**config.mk**
```make
export PLATFORM = sky130hd
export DESIGN_NAME = vpc_ctrl
export DESIGN_NICKNAME = d
export VERILOG_FILES = /design/src/logic/vpc_ctrl.v
export VERILOG_INCLUDE_DIRS = /design/src /design/src/logic
export SDC_FILE = /design/constraint.sdc
export NUM_CORES = 1
export LEC_CHECK = 0
export ABC_AREA = 1
export ABC_CLOCK_PERIOD_IN_PS = 1900
export BUFFER_PORTS_ARGS = -buffer_cell sky130_fd_sc_hd__buf_2
export CAP_MARGIN = 15
export CORE_MARGIN = 4
export CORE_UTILIZATION = 56
export DETAILED_ROUTE_END_ITERATION = 12
export PLACE_DENSITY = 0.77
export RECOVER_POWER = 100
export SLEW_MARGIN = 20
export SYNTH_ARGS = -nofsm -noshare
export SYNTH_HDL_FRONTEND = slang
export SYNTH_SLANG_ARGS = --single-unit
```
**constraint.sdc**
```tcl
create_clock -name i_clk -period 1.9 [get_ports i_clk]
set_input_delay 0.38 -clock i_clk [delete_from_list [all_inputs] [get_ports i_clk]]
set_output_delay 0.38 -clock i_clk [all_outputs]
set_load 0.02 [all_outputs]
```
**src/logic/vpc_map.vh**
```
// constants for the voice playback control ports
`ifndef VPC_MAP_VH
`define VPC_MAP_VH

`define VPC_CLK_HZ          25000000
`define VPC_TICK_US         10
`define VPC_DEBOUNCE_US     10000
`define VPC_OW_START_US     5000
`define VPC_OW_START_MIN_US 4000
`define VPC_OW_BIT_MAX_US   2000

`define VPC_IF_KEY          2'h0
`define VPC_IF_ONEWIRE      2'h1
`define VPC_IF_THREEWIRE    2'h2

`define VPC_KM_OFF          3'h0
`define VPC_KM_PLAYSTOP     3'h1
`define VPC_KM_NEXT         3'h2
`define VPC_KM_PREV         3'h3
`define VPC_KM_NEXT_WRAP    3'h4
`define VPC_KM_PREV_WRAP    3'h5
`define VPC_KM_PAUSE        3'h6
`define VPC_KM_STOP         3'h7

`define VPC_SEG_MAX         8'hdb
`define VPC_VOL_LO          8'he0
`define VPC_VOL_HI          8'he7
`define VPC_CMD_LOOP        8'hf2
`define VPC_CMD_STOP        8'hfe
`define VPC_VOL_RESET       3'h7

`endif

```
**src/logic/vpc_ctrl.v**
```verilog
// key, one-wire and three-wire command front end with its command fifo
// Notes on behaviour
// - play/stop key toggles play and stop
// - next key stops at the last segment
// - previous key stops at segment zero
// - wrapping next key returns to segment zero
// - pause key suspends, resumes, busy stays set
// - stop key halts play, ignored when idle
// - one-wire data on pin 3, others keys
// - bytes e0..e7 set eight volume levels
// - f2 loops current segment, fe stops
// - bytes 00..db start that segment directly
// - bit high:low 1:3 zero, 3:1 one, lsb first
// - busy answers within 35 ms, one-wire
// - no sleep while one-wire mode selected
// - three-wire mode ignores every key
// - three-wire pins: 1 data, 2 select, 3 clock
// - data sampled on rising clock, lsb first
// - busy answers within 35 ms, three-wire
// - keys debounced about 10 ms
`timescale 1ns/10ps
`include "vpc_map.vh"

module vpc_fifo #(
    parameter WIDTH = 8,
    parameter DEPTH = 4,
    parameter AW    = 2
) (
    // clock and reset
    input  wire             i_clk,
    input  wire             i_srst,
    // fill side
    input  wire             i_valid,
    output wire             o_ready,
    input  wire [WIDTH-1:0] i_data,
    // drain side
    output wire             o_valid,
    input  wire             i_ready,
    output wire [WIDTH-1:0] o_data
);
    reg [WIDTH-1:0] mem [0:DEPTH-1];
    reg [AW-1:0]    wr_ptr;
    reg [AW-1:0]    rd_ptr;
    reg [AW:0]      count;
    wire            push;
    wire            pop;

    assign o_ready = (count != DEPTH[AW:0]);
    assign o_valid = (count != {(AW+1){1'b0}});
    assign o_data  = mem[rd_ptr];
    assign push    = i_valid && o_ready;
    assign pop     = o_valid && i_ready;

    always @(posedge i_clk) begin
        if (i_srst) begin
            wr_ptr <= {AW{1'b0}};
            rd_ptr <= {AW{1'b0}};
            count  <= {(AW+1){1'b0}};
        end else begin
            if (push) begin
                mem[wr_ptr] <= i_data;
                wr_ptr      <= (wr_ptr == DEPTH[AW-1:0] - 1'b1) ? {AW{1'b0}} : wr_ptr + 1'b1;
            end
            if (pop)
                rd_ptr <= (rd_ptr == DEPTH[AW-1:0] - 1'b1) ? {AW{1'b0}} : rd_ptr + 1'b1;
            if (push && !pop)
                count <= count + 1'b1;
            else if (pop && !push)
                count <= count - 1'b1;
        end
    end
endmodule

module vpc_ctrl #(
    parameter TICK_CYC = `VPC_CLK_HZ / 1000000 * `VPC_TICK_US,
    parameter DEB_TK   = `VPC_DEBOUNCE_US / `VPC_TICK_US,
    parameter ST_TK    = `VPC_OW_START_MIN_US / `VPC_TICK_US,
    parameter BIT_TK   = `VPC_OW_BIT_MAX_US / `VPC_TICK_US,
    parameter FIFO_D   = 4
) (
    // clock and reset
    input  wire        i_clk,
    input  wire        i_srst,
    // port pins, asynchronous
    input  wire [4:0]  i_port_pin,
    // configuration
    input  wire [1:0]  i_iface_mode,
    input  wire [14:0] i_key_mode,
    input  wire [7:0]  i_seg_last,
    // player side
    input  wire        i_player_ready,
    input  wire        i_seg_done,
    output reg         o_play_start,
    output reg  [7:0]  o_play_seg,
    output reg         o_stop,
    output reg         o_paused,
    output reg         o_loop,
    output reg  [2:0]  o_volume,
    // status
    output reg         o_busy,
    output reg         o_sleep_ok
);
    localparam OW_IDLE  = 4'b0001;
    localparam OW_START = 4'b0010;
    localparam OW_HIGH  = 4'b0100;
    localparam OW_LOW   = 4'b1000;

    reg  [4:0]  pin_meta;
    reg  [4:0]  pin_s;
    reg  [4:0]  pin_d;
    reg  [15:0] tick_cnt;
    reg         tick;
    wire        key_if  = (i_iface_mode != `VPC_IF_THREEWIRE);
    wire        ow_if   = (i_iface_mode == `VPC_IF_ONEWIRE);
    wire        tw_if   = (i_iface_mode == `VPC_IF_THREEWIRE);

    always @(posedge i_clk) begin
        if (i_srst) begin
            pin_meta <= 5'h1f;
            pin_s    <= 5'h1f;
            pin_d    <= 5'h1f;
            tick_cnt <= 16'h0000;
            tick     <= 1'b0;
        end else begin
            pin_meta <= i_port_pin;
            pin_s    <= pin_meta;
            pin_d    <= pin_s;
            tick     <= (tick_cnt == TICK_CYC[15:0] - 16'h0001);
            tick_cnt <= (tick_cnt == TICK_CYC[15:0] - 16'h0001) ? 16'h0000 : tick_cnt + 16'h0001;
        end
    end

    // key debounce and falling edge, one private driver per pin
    wire [4:0] key_trig;
    reg  [4:0] key_pend;
    genvar g;
    generate
        for (g = 0; g < 5; g = g + 1) begin : g_key
            reg [10:0] deb;
            reg        lvl;
            reg        trig;
            assign key_trig[g] = trig;
            always @(posedge i_clk) begin
                if (i_srst) begin
                    deb  <= 11'h000;
                    lvl  <= 1'b1;
                    trig <= 1'b0;
                end else begin
                    trig <= 1'b0;
                    if (pin_s[g] == lvl)
                        deb <= 11'h000;
                    else if (tick) begin
                        if (deb == DEB_TK[10:0] - 11'h001) begin
                            deb  <= 11'h000;
                            lvl  <= pin_s[g];
                            trig <= !pin_s[g];
                        end else
                            deb <= deb + 11'h001;
                    end
                end
            end
        end
    endgenerate

    // one-wire receiver on pin 3
    reg [3:0]  ow_st;
    reg [9:0]  ow_cnt;
    reg [9:0]  ow_hi;
    reg [7:0]  ow_sh;
    reg [3:0]  ow_bits;
    reg        ow_done;
    wire       ow_fall = pin_d[3] && !pin_s[3];
    wire       ow_rise = !pin_d[3] && pin_s[3];
    wire       ow_bit  = (ow_hi > ow_cnt);

    always @(posedge i_clk) begin
        if (i_srst || !ow_if) begin
            ow_st   <= OW_IDLE;
            ow_cnt  <= 10'h000;
            ow_hi   <= 10'h000;
            ow_sh   <= 8'h00;
            ow_bits <= 4'h0;
            ow_done <= 1'b0;
        end else begin
            ow_done <= 1'b0;
            if (tick && ow_cnt != 10'h3ff)
                ow_cnt <= ow_cnt + 10'h001;
            case (ow_st)
                OW_IDLE: begin
                    ow_cnt <= 10'h000;
                    if (ow_fall)
                        ow_st <= OW_START;
                end
                OW_START: begin
                    if (ow_rise) begin
                        ow_cnt  <= 10'h000;
                        ow_bits <= 4'h0;
                        ow_st   <= (ow_cnt >= ST_TK[9:0]) ? OW_HIGH : OW_IDLE;
                    end
                end
                OW_HIGH: begin
                    if (ow_fall) begin
                        ow_hi  <= ow_cnt;
                        ow_cnt <= 10'h000;
                        ow_st  <= OW_LOW;
                    end else if (ow_cnt > BIT_TK[9:0])
                        ow_st <= OW_IDLE;
                end
                OW_LOW: begin
                    if (ow_rise) begin
                        ow_sh   <= {ow_bit, ow_sh[7:1]};
                        ow_bits <= ow_bits + 4'h1;
                        ow_cnt  <= 10'h000;
                        if (ow_bits == 4'h7) begin
                            ow_done <= 1'b1;
                            ow_st   <= OW_IDLE;
                        end else
                            ow_st <= OW_HIGH;
                    end else if (ow_cnt > BIT_TK[9:0])
                        ow_st <= OW_IDLE;
                end
                default: ow_st <= OW_IDLE;
            endcase
        end
    end

    // three-wire receiver: pin 1 data, pin 2 select, pin 3 clock
    reg [7:0] tw_sh;
    reg [3:0] tw_bits;
    reg       tw_done;
    always @(posedge i_clk) begin
        if (i_srst || !tw_if) begin
            tw_sh   <= 8'h00;
            tw_bits <= 4'h0;
            tw_done <= 1'b0;
        end else begin
            tw_done <= 1'b0;
            if (pin_s[2])
                tw_bits <= 4'h0;
            else if (!pin_d[3] && pin_s[3]) begin
                tw_sh <= {pin_s[1], tw_sh[7:1]};
                if (tw_bits == 4'h7) begin
                    tw_bits <= 4'h0;
                    tw_done <= 1'b1;
                end else
                    tw_bits <= tw_bits + 4'h1;
            end
        end
    end

    // byte holding stage in front of the fifo
    reg        rx_valid;
    reg  [7:0] rx_byte;
    wire       rx_ready;
    wire       cmd_valid;
    wire [7:0] cmd_byte;
    wire       cmd_take = cmd_valid && i_player_ready;

    always @(posedge i_clk) begin
        if (i_srst) begin
            rx_valid <= 1'b0;
            rx_byte  <= 8'h00;
        end else if (ow_done || tw_done) begin
            rx_valid <= 1'b1;
            rx_byte  <= ow_done ? ow_sh : tw_sh;
        end else if (rx_ready)
            rx_valid <= 1'b0;
    end

    vpc_fifo #(
        .WIDTH (8),
        .DEPTH (FIFO_D),
        .AW    (2)
    ) u_fifo (
        .i_clk   (i_clk),
        .i_srst  (i_srst),
        .i_valid (rx_valid),
        .o_ready (rx_ready),
        .i_data  (rx_byte),
        .o_valid (cmd_valid),
        .i_ready (cmd_take),
        .o_data  (cmd_byte)
    );

    // key selection, lowest pin first; pin 3 is data in one-wire mode
    reg  [2:0] ksel;
    reg  [4:0] kclr;
    reg        khit;
    integer    k;
    always @* begin
        ksel = `VPC_KM_OFF;
        kclr = 5'h00;
        khit = 1'b0;
        for (k = 4; k >= 0; k = k - 1) begin
            if (key_pend[k]) begin
                ksel = i_key_mode[k*3 +: 3];
                kclr = 5'h01 << k;
                khit = 1'b1;
            end
        end
    end

    wire [4:0] key_use = key_trig & {1'b1, !ow_if, 3'b111} & {5{key_if}};
    wire       key_go  = khit && !cmd_valid && i_player_ready;
    wire [7:0] seg_nx  = o_play_seg + 8'h01;
    wire [7:0] seg_pv  = o_play_seg - 8'h01;

    always @(posedge i_clk) begin
        if (i_srst) begin
            key_pend     <= 5'h00;
            o_play_start <= 1'b0;
            o_play_seg   <= 8'h00;
            o_stop       <= 1'b0;
            o_paused     <= 1'b0;
            o_loop       <= 1'b0;
            o_volume     <= `VPC_VOL_RESET;
            o_busy       <= 1'b0;
            o_sleep_ok   <= 1'b0;
        end else begin
            o_play_start <= 1'b0;
            o_stop       <= 1'b0;
            o_sleep_ok   <= !o_busy && !ow_if;
            key_pend     <= (key_pend & ~(key_go ? kclr : 5'h00)) | key_use;
            if (i_seg_done && o_busy) begin
                if (o_loop)
                    o_play_start <= 1'b1;
                else
                    o_busy <= 1'b0;
            end
            if (cmd_take) begin
                if (cmd_byte <= `VPC_SEG_MAX) begin
                    o_play_seg   <= cmd_byte;
                    o_play_start <= 1'b1;
                    o_busy       <= 1'b1;
                    o_paused     <= 1'b0;
                    o_loop       <= 1'b0;
                end else if (cmd_byte >= `VPC_VOL_LO && cmd_byte <= `VPC_VOL_HI)
                    o_volume <= cmd_byte[2:0];
                else if (cmd_byte == `VPC_CMD_LOOP)
                    o_loop <= 1'b1;
                else if (cmd_byte == `VPC_CMD_STOP) begin
                    o_play_start <= 1'b0;
                    o_stop   <= 1'b1;
                    o_busy   <= 1'b0;
                    o_paused <= 1'b0;
                    o_loop   <= 1'b0;
                end
            end else if (key_go) begin                                      // bytes above fall through
                case (ksel)
                    `VPC_KM_PLAYSTOP: begin
                        o_play_start <= !o_busy;
                        o_stop       <= o_busy;
                        o_busy       <= !o_busy;
                        o_paused     <= 1'b0;
                    end
                    `VPC_KM_NEXT, `VPC_KM_NEXT_WRAP: begin
                        if (o_play_seg < i_seg_last)
                            o_play_seg <= seg_nx;
                        else if (ksel == `VPC_KM_NEXT_WRAP)
                            o_play_seg <= 8'h00;
                        o_play_start <= 1'b1;
                        o_busy       <= 1'b1;
                        o_paused     <= 1'b0;
                    end
                    `VPC_KM_PREV, `VPC_KM_PREV_WRAP: begin
                        if (o_play_seg != 8'h00)
                            o_play_seg <= seg_pv;
                        else if (ksel == `VPC_KM_PREV_WRAP)
                            o_play_seg <= i_seg_last;
                        o_play_start <= 1'b1;
                        o_busy       <= 1'b1;
                        o_paused     <= 1'b0;
                    end
                    `VPC_KM_PAUSE: begin
                        if (o_busy)
                            o_paused <= !o_paused;
                    end
                    `VPC_KM_STOP: begin
                        if (o_busy) begin
                            o_play_start <= 1'b0;
                            o_stop   <= 1'b1;
                            o_busy   <= 1'b0;
                            o_paused <= 1'b0;
                        end
                    end
                    default: ;
                endcase
            end
        end
    end
endmodule

```
# Word-level counts from Yosys, hierarchy flattened
# Memories as Yosys holds them, arrays and structs flattened. A register that Yosys moved wholly into a read port is not among the register bits.
# Index checks and enable logic that the tools add are counted.
[word_totals] regBits=184 ramBits=32 in_bits=34 output_inout_bits=17 wordCells=301 memories=1
[classes] add_sub_neg=15 n_lt_le_gt_ge=7 eq_ne=45 n_mux=99 bitwise=20 n_reduce_logical=71
[memory_table] name="u_fifo.mem" depth=4 width=8 read_ports=1 rd_clocked_by_memory_dff=1 write_ports=1 line_no="vpc_ctrl.v:41" rtl="reg [WIDTH-1:0] mem [0:DEPTH-1];"
[ops] operator="2-to-1 mux 8 bit" n=8
[ops] operator="adder 11 x 1 -> 11 bit, second input constant" n=5
[ops] operator="== test 11 x 10 -> 1 bit, second input constant" n=5
[ops] operator="2-to-1 mux 11 bit" n=5
[ops] operator="2-to-1 mux 1 bit" n=48
[ops] operator="2-to-1 mux 4 bit" n=8
[ops] operator="2-to-1 mux 10 bit" n=3
[ops] operator="2-to-1 mux 5 bit" n=6
[ops] operator="case mux 10 bit (3 select lines)" n=1
[ops] operator="2-to-1 mux 3 bit" n=9
[ops] operator="AND reduction 3 bit" n=8
[ops] operator="OR reduction 4 bit" n=6
[ops] operator="OR reduction 2 bit" n=10
[ops] operator="adder 16 x 1 -> 16 bit, second input constant" n=1
[ops] operator="== test 16 x 8 -> 1 bit, second input constant" n=1
[ops] operator="== test 8 bit, second input constant" n=2
[ops] operator="less-or-equal comparator 8 bit, second input constant" n=2
[ops] operator="case mux 4 bit (4 select lines)" n=1
[ops] operator="case mux 8 bit (2 select lines)" n=1
[ops] operator="bitwise AND 5 bit" n=3
[ops] operator="inverter 1 bit" n=15
[ops] operator="logical AND 1 bit" n=13
[ops] operator="logical NOT 1 bit" n=13
[ops] operator="== test 3 bit, second input constant" n=4
[ops] operator="42 further kinds" n=79

# Longest topological paths before layout
# Gate-level depths: netlist of run 1.
[logic_depth] word_depth=11 ltp_mapped=15 ltp_nobuf=15

# Cells and area by module
# Synthesis of run 1 repeated with hierarchy kept, for this count alone.
[hier_totals] hier_cells=1329 area_unflattened_um2=10274.9
[by_module_without_submodules] module="vpc_ctrl" n_inst=1 cells_each=1183 area_per_inst_um2=8577.0
[by_module_without_submodules] module="vpc_fifo" n_inst=1 cells_each=146 area_per_inst_um2=1697.9

# Least setup slack after synthesis of run 1
# No wires, ideal clock.
[synth_path] path_kind="reg-to-reg" from="register u_fifo.count[0]" to="register u_fifo.count[2]" setup_ns=0.122 arrival_ns=1.992 path_slack_ns=-0.214 path_stages_with_launch=12 path_buffers=1 synth_period_minus_slack_ns=2.114 cell_sequence="dfxtp_1 nor3_2 nor2_4 inv_1 buf_2 ha_1 inv_1 fa_1 a21oi_1 o21ai_0 o21ai_0 a21oi_1"
[synth_via] elab_chain_len=6
[synth_rtl] element="start, declared" line_no="vpc_ctrl.v:44" rtl="reg [AW:0] count;"
[synth_rtl] element="start signal, assigned" line_no="vpc_ctrl.v:58" rtl="count <= {(AW+1){1'b0}};"
[synth_rtl] element="start signal, assigned" line_no="vpc_ctrl.v:67" rtl="count <= count + 1'b1;"
[synth_rtl] element="start signal, assigned" line_no="vpc_ctrl.v:69" rtl="count <= count - 1'b1;"
[synth_rtl] element="parallel branches: the longest is 6 deep, another holds subtractor 3 x 1 -> 3 bit"
# Several ways; the timed one is not identified. The select of a mux whose other input is x is not followed.
# A chain may end at the register's enable or synchronous reset.

# Final worst setup path of run 1
[layout_path] from="register u_fifo.count[0]" to="register u_fifo.count[1]"
[layout_lines] element="inequality test 3 bit *" line_no="vpc_ctrl.v:48" rtl="assign o_ready = (count != DEPTH[AW:0]);"
[layout_lines] element="logical AND 1 bit *" line_no="vpc_ctrl.v:51" rtl="assign push = i_valid && o_ready;"
[layout_lines] element="net u_fifo.push" line_no="vpc_ctrl.v:45" rtl="wire push;"
[layout_lines] element="logical NOT 1 bit" line_no="vpc_ctrl.v:68" rtl="else if (pop && !push)"
[layout_lines] element="logical AND 1 bit" line_no="vpc_ctrl.v:68"
[layout_lines] element="nonzero test 2 bit (no source line)"
# Mark *: on every way through the listed nets, which the timed path passes. The rest lies on a longest branch. The select of a mux whose other input is x is not followed.

==> qor.yml, run 1 <==
layout:
  antennaDiodeCount: 0
  multi_input_area_sq_um: 5224
  final_cells: 1724
  regArea_sq_um: 4644
  layout_commonest_cell: "nand2_1"
  fill_cells: 1461
  final_cell_mix: "274 x nand2_1, 169 x dfxtp_1, 152 x inv_1"
  num-nets-final: 1550
  syn_to_final_growth_pct: 17.21
  drive_gt1_share_pct: 16.86
global_route:
  antenna_found_initial: 0
  grt_pass1_vias: 8697
  overflow: 0
  grt_max_degree: 23
  grt_pass1_wl_mm: 38.52
  grt_util_all_layers_pct: 20.77
setup_path:
  worst_setup_path_end_kind: "flip-flop"
  crit_chain: "nor2_1 > nand2_1 > nand2_1 > inv_1 > ha_1 > inv_1 > fa_2 > o21ai_1 > nor2_1"
  worstSetupStartpoint: "u_fifo.count[0]"
  cp.required_ps: 2290
  slowest_delay_ps: 450
  timing.rr.start: "u_fifo.count[0]"
  cp_max_fo: 5
  crit_family: "adder cells"
  path_buf_inv: 2
  critPathLaunchType: "flip-flop"
  critical_path.slowest_cell: "fa_2"
  crit_cells: 9
  criticalPathCategory: "reg -> reg"
  rr_worst_depth: 9
  critPathArrivalTime_ps: 2200
floorplan:
  floorplan.initialDensity_pct: 57.88
  dieArea_sq_um: 21080
  die_w_um: 145.2
  die_height_um: 145.2
  ios: 51
  fp.coreArea_sq_um: 18210
  row_count: 49
placement:
  io_buffer_count: 50
  hpwl_mm: 16.28
  dp_cells: 1673
  gp_congestion: 0.8903
  dp_slack_ps: -122.7
sta:
  finalSetupTns_ps: 0
  hold_viol_final: 0
  skew_ps: 13.06
  period_needed_ps: 1805
  fmax_mhz: 554.1
  worstMarginPinSlew_ps: 528.8
  slew_headroom_pct: 64.71
  slew_violations: 0
  worst_slack_ps: 95.38
  rsz0062_at_grt: "true"
  period_share_pct: 94.98
  setup-violations-final: 0
drt:
  drc: 0
  viasPerCell: 5.303
  first_iter_violations: 547
  drt_first_pass_iters: 5
  drt-wirelength-per-cell_um: 13.05
  vias: 9142
  postRouteAntennaNets: 0
  routed_wl_mm: 22.50
yosys:
  synth_ff_type: "dfxtp_1"
  synth_edf_count: 32
  synthArstFlopShare_pct: 0
  yosysSeqAreaShare_pct: 43.88
  ys_ff_latch: 215
  synth_cell_types: 58
  syn-num-nets: 1436
  syn_avg_cell_area_sq_um: 7.726
  syn_area_sq_um: 10540
  syn_inst: 1364
  yosysWarnings: 0
clock_network:
  cts.sinks: 215
  clockBufferDepth: 3
  cts_made_buffers: 24
  cts_tree: "yes"
  clk_pin_slew_ps: 60
  htree_levels: 1
  cts_hold_buf: 0
  clkLatencyLatePin_ps: 510
  cts_root_buf: "clkbuf_16"
power:
  leakagePower_nw: 5.082
  max-vdd-ir-drop_mv: 0.7534
  p_per_area_nw_per_um2: 899.8
outcome:
  status: "complete, no violations"
job:
  max-cap-violations: 0
min_path:
  hp-start: "i_port_pin[1]"
  hold_depth: 2
  hp-class: "in -> reg"
[final timing paths]
path | endpoint | slack (ps)
max | u_fifo.count[1] | 100
min | pin_meta[1] | 60
max reg2reg | u_fifo.count[1] | 100
min reg2reg | pin_s[4] | 410
[metrics by stage]
stage          total power [mW]  cell area (sq um)  util (%)  hold WS [ps]
6_report                  11.12              12350     67.84         56.58
3_5_place_dp              6.146              11370     62.46         398.6
4_1_cts                   11.10              12250     67.26         34.13
3_3_place_gp              6.108              11370     62.46         396.2
5_1_grt                   11.57              12350     67.84         52.75
2_1_floorplan             5.827              10550         -         389.5
[kinds of logic after synthesis]
group                    share of synthesized area (%)
AND/OR/NAND/NOR                                  28.90
flip-flops                                       43.88
AO/OA/AOI/OAI                                    12.55
multiplexers                                    0.1900
buffers and inverters                            7.574
XOR/XNOR                                         2.327
adder cells (fa/ha/maj)                          4.583
[layout make-up]
cell class | count | area share [%]
Inverter | 163 | 5.024
Timing Repair Buffer | 119 | 5.753
Tap cell | 229 | 2.319
Sequential cell | 215 | 37.60
Clock buffer | 31 | 5.652
Clock inverter | 12 | 1.367
Multi-Input combinational cell | 955 | 42.29
[synthesized netlist by cell type, types with 5 or more instances]
master / count / area [sq um]
nand2_1: 282 / 1059
dfxtp_1: 183 / 3664
inv_1: 153 / 574.3
nor2_1: 151 / 566.8
a21oi_1: 99 / 495.5
nand3_1: 95 / 475.5
o21ai_0: 57 / 285.3
ha_1: 37 / 462.9
nor3_1: 35 / 175.2
edfxtp_1: 32 / 960.9
xor2_1: 24 / 210.2
nand4_1: 22 / 137.6
or2_2: 18 / 112.6
clkbuf_1: 15 / 56.30
nand2_2: 15 / 93.84
nor4_1: 12 / 75.07
a211oi_1: 9 / 67.56
a21oi_2: 9 / 78.83
nor3b_1: 9 / 67.56
o221ai_1: 8 / 70.07
a31oi_1: 7 / 43.79
inv_2: 7 / 26.28
o21a_1: 7 / 52.55
nand3_2: 6 / 60.06
buf_2: 5 / 25.02
nand2_4: 5 / 56.30
nor2_4: 5 / 56.30
o21ai_2: 5 / 43.79
[registers in the layout (all words and copies together) (netlist names), 8 cells and up, named ones only]
signal	count
ow_hi	10
tw_sh	8
rx_byte	8
ow_sh	8
tick_cnt	16
ow_cnt	10
g_key.deb	55
o_play_seg	8
u_fifo.mem	32
[layer usage]
metal / part of all wire, % / wire length [um] / global-route usage, %
met5: 0 / 0 / 0
met1: 45 / 10060 / 26.44
met2: 49 / 11040 / 37.32
met3: 4.0 / 890 / 2.650
met4: 2.3 / 515 / 5.651
[what timing repair did]
action / in CTS / in global routing
hold endpoints to repair: 0 / 0
resized for setup: 1 / 44
pin swaps: 0 / 6
endpoints found under the setup margin: 1 / 30
buffers inserted: 0 / 8
[power by group]
part           total (mW)  switching [mW]  internal (mW)
clock network        4.95            1.81           3.13
logic                1.38           0.847          0.532
registers            4.79          0.0959           4.70
total                11.1            2.76           8.36
No activity file was read; power rests on OpenSTA's default activity.
==> run 2, diff against run 1 <==
--- a/config.mk
+++ b/config.mk
@@ -8,7 +8,7 @@
 export LEC_CHECK = 0
 export ABC_AREA = 1
 export ABC_CLOCK_PERIOD_IN_PS = 1900
-export BUFFER_PORTS_ARGS = -buffer_cell sky130_fd_sc_hd__buf_2
+export BUFFER_PORTS_ARGS = -buffer_cell sky130_fd_sc_hd__buf_4
 export CAP_MARGIN = 15
 export CORE_MARGIN = 4
 export CORE_UTILIZATION = 56
==> run 2 against run 1 <==
  * Total power down 4.7%
  * Worst hold slack got worse by 7.3 ps
  * Critical path depth grew 4
  * Global-route usage up 0.45 points
  * Routed wire length rose by 1.8%
  * Critical endpoint is now o_volume[1]
  * Largest cell class unchanged
  * Largest power group is now registers
==> qor.yml, run 2 (synthesized netlist as in run 1, its figures left out) <==
outcome:
  status: "complete, no violations"
drt:
  viasPerCell: 5.394  # +1.7%
  routed_wl_mm: 22.91  # +1.8%
  first_iter_violations: 495  # -9.5%
  vias: 9273  # +1.4%
  drt-wirelength-per-cell_um: 13.33  # +2.1%
  postRouteAntennaNets: 0  # unchanged
  drc: 0  # unchanged
  drt_first_pass_iters: 6  # +1
power:
  max-vdd-ir-drop_mv: 0.6708  # -11%
  power_mw: 10.60  # -4.7%
  p_per_area_nw_per_um2: 861.5  # -4.3%
  leakagePower_nw: 5.045  # -0.72%
sta:
  period_share_pct: 95.16  # +0.18 points
  slew_violations: 0  # unchanged
  setup-violations-final: 0  # unchanged
  skew_ps: 14.71  # +1.648 ps
  fmax_mhz: 553.1  # -0.19%
  worstMarginPinSlew_ps: 535.5  # +6.765 ps
  slew_headroom_pct: 64.30  # -0.41 points
  hold_viol_final: 0  # unchanged
  period_needed_ps: 1808  # +3.493 ps
placement:
  hpwl_mm: 16.51  # +1.4%
  gp_congestion: 0.8652  # -2.8%
  io_buffer_count: 50  # unchanged
  dp_cells: 1667  # -0.36%
setup_path:
  critical_path.slowest_cell: "dfxtp_2"
  critPathArrivalTime_ps: 2190  # about the same
  critPathLaunchType: "flip-flop"
  cp-endpoint: "o_volume[1]"
  worst_setup_path_end_kind: "flip-flop"
  cp_max_fo: 9  # +4
  crit_chain: "buf_12 > buf_8 > nand2_1 > nand3_1 > nand2_1 > nor2_4 > nand2_4 > o21ai_4 > nand2_4 > clkinv_2 > nand2_2 > nand2_1 > o211ai_2"
  slowest_delay_ps: 340  # -110 ps
  r2r_setup_slack_ps: 90  # about the same
  crit_path_frequent_cell: "nand2_1"
  criticalPathCategory: "reg -> reg"
  rr_worst_depth: 13  # +4
  cp.required_ps: 2280  # about the same
  rr_endpoint: "o_volume[1]"
layout:
  num-nets-final: 1546  # -0.26%
  syn_to_final_growth_pct: 16.69
  antennaDiodeCount: 0  # unchanged
  drive_gt1_share_pct: 15.91  # -0.95 points
  regMostFlops: "g_key.deb"
  layout_commonest_cell: "nand2_1"
  fill_cells: 1519  # +4.0%
  multi_input_area_sq_um: 5196  # -0.53%
  largestRegisters: "g_key.deb: 55 flops, u_fifo.mem: 32 flops, tick_cnt: 16 flops"
  largest_reg_flops: 55  # unchanged
  regArea_sq_um: 4641  # about the same
  final_cells: 1719  # -0.29%
  final_cell_mix: "279 x nand2_1, 170 x dfxtp_1, 151 x inv_1"
clock_network:
  cts_tree: "yes"
  htree_levels: 1  # unchanged
  cts.sinks: 215  # unchanged
  clockBufferDepth: 3  # unchanged
  cts_made_buffers: 23  # -4.2%
  clk_pin_slew_ps: 60  # about the same
  cts_root_buf: "clkbuf_16"
  cts_hold_buf: 0  # unchanged
  clkLatencyLatePin_ps: 510  # about the same
global_route:
  grt_max_degree: 23  # unchanged
  grt_pass1_vias: 8843  # +1.7%
  overflow: 0  # unchanged
  grt_pass1_wl_mm: 39.24  # +1.9%
  grt_util_all_layers_pct: 21.22  # +0.45 points
  antenna_found_initial: 0  # unchanged
min_path:
  hp-class: "in -> reg"
floorplan:
  floorplan.initialDensity_pct: 57.88  # unchanged
  die_w_um: 145.2  # unchanged
  dieArea_sq_um: 21080  # unchanged
  row_count: 49  # unchanged
  die_height_um: 145.2  # unchanged
  ios: 51  # unchanged
  fp.coreArea_sq_um: 18210  # unchanged
job:
  max-cap-violations: 0  # unchanged
## run 2: changes by cell type in the layout (fill, tap and decap cells not counted), moves of 3 or more
cell	previous run	this run
buf_2	34	0
buf_4	48	83
bufinv_16	4	1
clkbuf_8	5	8
clkinv_2	6	2
nand2_1	274	279
nand2_2	22	16
nor3_1	31	34
nor3_2	5	2
## run 2: how the worst min path moves through the flow
stage / to / slack [ps] / depth (start not counted) / start
floorplan: pin_s[0] / 390 / 1 / pin_meta[0]
global placement: pin_s[1] / 390 / 1 / pin_meta[1]
detailed placement: pin_s[1] / 400 / 1 / pin_meta[1]
CTS: pin_meta[3] / 30 / 2 / i_port_pin[3]
global route: pin_meta[2] / 40 / 2 / i_port_pin[2]
finish: pin_meta[3] / 50 / 2 / i_port_pin[3]
## run 2: stage by stage
| step | TNS, ps | utilization (%) | area, sq um | hold WS (ps) | setup slack (ps) |
|---|---|---|---|---|---|
| global placement | -273.3 | 62.90 | 11450 | 392.7 | -37.17 |
| CTS | 0 | 67.15 | 12230 | 33.78 | 7.369 |
| detailed placement | -718.1 | 62.90 | 11450 | 399.7 | -113.1 |
| global route | -141.9 | 67.54 | 12300 | 37.21 | -31.25 |
| floorplan | 0 | - | 10550 | 389.5 | 6.048 |
| finish | 0 | 67.54 | 12300 | 49.24 | 91.89 |
## run 2: area by class of cell
type | count | area share, %
multi-input cells | 955 | 42.25
clock buffers | 33 | 5.636
repair buffers | 116 | 6.349
flip-flops and latches | 215 | 37.74
inverters | 163 | 5.087
well taps | 229 | 2.330
clock inverters | 8 | 0.6104
## run 2: worst max-delay path, delay by kind of cell, from the launching register on
family,cells,cell delay [ps]
AND/OR/NAND/NOR,8,730
buffers and inverters,3,350
AO/OA/AOI/OAI,2,270
flip-flops,1,340
## run 2: timing repair
action / 4_1_cts / 5_1_grt
gates resized for setup: 1 / 37
pin swaps: 0 / 11
cloned: 0 / 0
buffers inserted: 0 / 11
endpoints found under the setup margin: 1 / 34
hold endpoints to repair: 0 / 0
## run 2: power breakdown
| part | switching [mW] | internal (mW) |
|---|---|---|
| clock | 1.75 | 2.67 |
| sequential | 0.102 | 4.69 |
| combinational | 0.839 | 0.537 |
| total | 2.69 | 7.90 |
## run 2: layer usage
| metal | part of all wire [%] | vias up | track usage (%) |
|---|---|---|---|
| li1 | - | 4745 | - |
| met1 | 43 | 4270 | 26.28 |
| met2 | 50 | 203 | 38.26 |
| met3 | 4.3 | 55 | 3.118 |
| met4 | 2.7 | 0 | 6.648 |
| met5 | 0 | - | 0 |
==> run 3, diff against run 2 <==
--- a/config.mk
+++ b/config.mk
@@ -10,6 +10,7 @@
 export ABC_CLOCK_PERIOD_IN_PS = 1900
 export BUFFER_PORTS_ARGS = -buffer_cell sky130_fd_sc_hd__buf_4
 export CAP_MARGIN = 15
+export CORE_ASPECT_RATIO = 0.7
 export CORE_MARGIN = 4
 export CORE_UTILIZATION = 56
 export DETAILED_ROUTE_END_ITERATION = 12
@@ -18,4 +19,5 @@
 export SLEW_MARGIN = 20
 export SYNTH_ARGS = -nofsm -noshare
 export SYNTH_HDL_FRONTEND = slang
+export SYNTH_HIERARCHICAL = 1
 export SYNTH_SLANG_ARGS = --single-unit
==> run 3 against run 2 <==
  * The flow now finishes with violations (setup timing)
  * Via count decreased by 1.1%
  * Synthesized cell count decreased by 2.6%
  * Fmax shrank 11%
  * Global-route usage is 1.0 points higher
  * Combinational power decreased by 84%
  * Setup slack got worse by 230 ps
  * Clock power grew 0.9%
  * Clock skew increased by 0.95 ps
  * Total power fell by 12%
  * Sequential cell count unchanged
  * Non-clock buffer count up 13
  * Critical path type unchanged
  * Largest power group unchanged
==> qor.yml, run 3 <==
setup_path:
  crit_path_frequent_cell: "o21ai_1"
  slowest_delay_ps: 420  # +80 ps
  critPathLaunchType: "flip-flop"
  rr_worst_depth: 12  # -1
  critPathArrivalTime_ps: 2430  # +240 ps
  crit_family: "compound AO/OA/AOI/OAI gates"
  cp_max_fo: 5  # -4
  criticalPathCategory: "reg -> reg"
  worst_setup_path_end_kind: "flip-flop"
  path_buf_inv: 3  # unchanged
  crit_cells: 12  # -1
  cp.required_ps: 2290  # about the same
  critical_path.slowest_cell: "dfxtp_4"
  crit_chain: "buf_6 > o21ai_1 > o22ai_2 > inv_2 > nor2_4 > a21oi_2 > nor2_2 > nand4_1 > o21ai_1 > inv_1 > a31oi_2 > nor2_1"
yosys:
  syn_area_sq_um: 10270  # -2.5%
  syn_inst: 1329  # -2.6%
  synth_xor_area_share_pct: 2.131  # -0.20 points
  synth_edf_count: 32  # unchanged
  synth_area_leaders: "dfxtp_1 36%, edfxtp_1 9.4%, nand2_1 8.3%"
  yosys-top-cells-count: "228 x nand2_1, 192 x nor2_1, 183 x dfxtp_1"
  synth_top_cell_area_share_pct: 35.66  # +0.89 points
  synth.mux.area_fraction_pct: 0.2923  # +0.10 points
  synth_simple_gate_area_share_pct: 28.02  # -0.88 points
  synth_top_family_by_area: "simple AND/OR/NAND/NOR gates"
  ys_ff_latch: 215  # unchanged
  synth_ff_type: "dfxtp_1"
  synthArstFlopShare_pct: 0  # unchanged
  yosysSeqAreaShare_pct: 45.01  # +1.1 points
  synth_compound_area_share_pct: 12.47  # -0.079 points
  syn_avg_cell_area_sq_um: 7.731  # about the same
  synthAdderAreaFrac_pct: 4.700  # +0.12 points
  synth_top_area_cell: "dfxtp_1"
  yosysMostFrequentCell: "nand2_1"
  syn-num-nets: 1401  # -2.4%
  synth_cell_types: 51  # -12%
  yosysWarnings: 6  # +6
sta:
  worst_slack_ps: -139.6  # -231.5 ps
  slew_headroom_pct: 60.06  # -4.2 points
  skew_ps: 15.66  # +0.9533 ps
  hold_viol_final: 0  # unchanged
  finalSetupTns_ps: -986.7  # -986.7 ps
  worstMarginPinSlew_ps: 599.1  # +63.59 ps
  fmax_mhz: 490.3  # -11%
  rsz0062_at_grt: "true"
  slew_violations: 0  # unchanged
  whs_ps: 65.34  # +16.10 ps
  period_needed_ps: 2040  # +231.5 ps
  setup-violations-final: 12  # +12
  period_share_pct: 107.3  # +12 points
floorplan:
  die_height_um: 121.3  # -16%
  dieArea_sq_um: 20610  # -2.2%
  fp.coreArea_sq_um: 18010  # -1.1%
  ios: 51  # unchanged
  die_w_um: 169.9  # +17%
  floorplan.initialDensity_pct: 57.06  # -0.81 points
  row_count: 41  # -16%
clock_network:
  cts_tree: "yes"
  clk_pin_slew_ps: 60  # about the same
  cts.sinks: 215  # unchanged
  cts_hold_buf: 0  # unchanged
  cts_root_buf: "clkbuf_16"
  htree_levels: 1  # unchanged
  cts_made_buffers: 22  # -4.3%
  clkLatencyLatePin_ps: 510  # about the same
  clockBufferDepth: 3  # unchanged
power:
  p_per_area_nw_per_um2: 749.7  # -13%
  p_sw_mw: 1.909  # -29%
  power_mw: 9.311  # -12%
  max-vdd-ir-drop_mv: 0.6648  # -0.89%
  p_sw_share_pct: 20.50  # -4.9 points
  seq_power_share_pct: 49.7  # +4.4 points
  clkPwrFrac_pct: 47.9  # +6.2 points
  leakagePower_nw: 5.139  # +1.9%
  power.internal_mw: 7.402  # -6.3%
  p_comb_share_pct: 2.4  # -11 points
drt:
  first_iter_violations: 791  # +60%
  postRouteAntennaNets: 0  # unchanged
  vias: 9167  # -1.1%
  drc: 0  # unchanged
  drt-wirelength-per-cell_um: 14.20  # +6.5%
  routed_wl_mm: 24.22  # +5.7%
  drt_first_pass_iters: 5  # -1
  viasPerCell: 5.373  # -0.39%
global_route:
  overflow: 0  # unchanged
  antenna_found_initial: 0  # unchanged
  grt_pass1_wl_mm: 38.65  # -1.5%
  grt_max_degree: 21  # -8.7%
  grt_util_all_layers_pct: 22.23  # +1.0 points
  grt_pass1_vias: 8151  # -7.8%
layout:
  largest_reg_flops: 55  # unchanged
  final_cell_mix: "223 x nand2_1, 174 x dfxtp_1, 172 x nor2_1"
  fill_cells: 1399  # -7.9%
  layout_commonest_cell: "nand2_1"
  post-route-util_pct: 68.97  # +1.4 points
  final_area_sq_um: 12420  # +0.99%
  regMostFlops: "g_key.deb"
  antennaDiodeCount: 0  # unchanged
  syn_to_final_growth_pct: 20.87
  largestRegisters: "g_key.deb: 55 flops, u_fifo/mem: 32 flops, tick_cnt: 16 flops"
  final_cells: 1706  # -0.76%
  regArea_sq_um: 4641  # unchanged
  drive_gt1_share_pct: 20.41  # +4.5 points
  num-nets-final: 1526  # -1.3%
  multi_input_area_sq_um: 5097  # -1.9%
job:
  max-cap-violations: 0  # unchanged
placement:
  dp_cells: 1654  # -0.78%
  hpwl_mm: 17.07  # +3.4%
  gp_congestion: 0.9028  # +4.3%
  io_buffer_count: 50  # unchanged
  placed_area_sq_um: 11360  # -0.80%
  dp_slack_ps: -217.0  # -104.0 ps
outcome:
  status: "finished with violations"
  violations: "setup timing"
min_path:
  hold_depth: 2  # unchanged
  hp-class: "in -> reg"
-- run 3: worst paths after layout --
| kind | from | to | slack [ps] |
|---|---|---|---|
| setup reg to reg | flip-flop | o_paused | -140 |
| setup / recovery | flip-flop | o_paused | -140 |
| hold reg to reg | pin_meta[4] | pin_s[4] | 410 |
| hold / removal | i_port_pin[4] | pin_meta[4] | 70 |
-- run 3: per-layer routing --
metal | part of all wire [%] | global-route usage [%]
met1 | 48 | 32.77
met2 | 44 | 34.44
met3 | 6.6 | 4.396
met4 | 1.6 | 3.890
met5 | 0 | 0
-- run 3: logic make-up after synthesis --
logic type	count (synthesis)
compound gates	219
xor+xnor	25
fa+ha+maj	38
buf+inv	190
flops	215
mux	3
simple gates	639
-- run 3: cell type report --
class / instances / share of cell area (%)
tap: 236 / 2.378
inverter: 161 / 4.987
timing repair buffer: 129 / 8.160
clock inverter: 14 / 1.179
clock buffer: 26 / 4.886
sequential: 215 / 37.37
multi-input combinational: 925 / 41.04
-- run 3: timing repair --
item | CTS | global route
endpoints found under the setup margin | 17 | 32
hold endpoints to repair | 0 | 0
pin swaps | 5 | 20
setup buffers | 4 | 8
gates cloned | 1 | 0
gates resized for setup | 15 | 69
-- run 3: power groups by stage --
stage / Sequential [mW] / Clock, mW / Combinational [mW]
2_1_floorplan: 4.73 / 0 / 0.100
3_3_place_gp: 4.73 / 0 / 0.215
3_5_place_dp: 4.73 / 0 / 0.216
4_1_cts: 4.63 / 4.53 / 0.219
5_1_grt: 4.63 / 4.72 / 0.245
6_report: 4.63 / 4.46 / 0.221
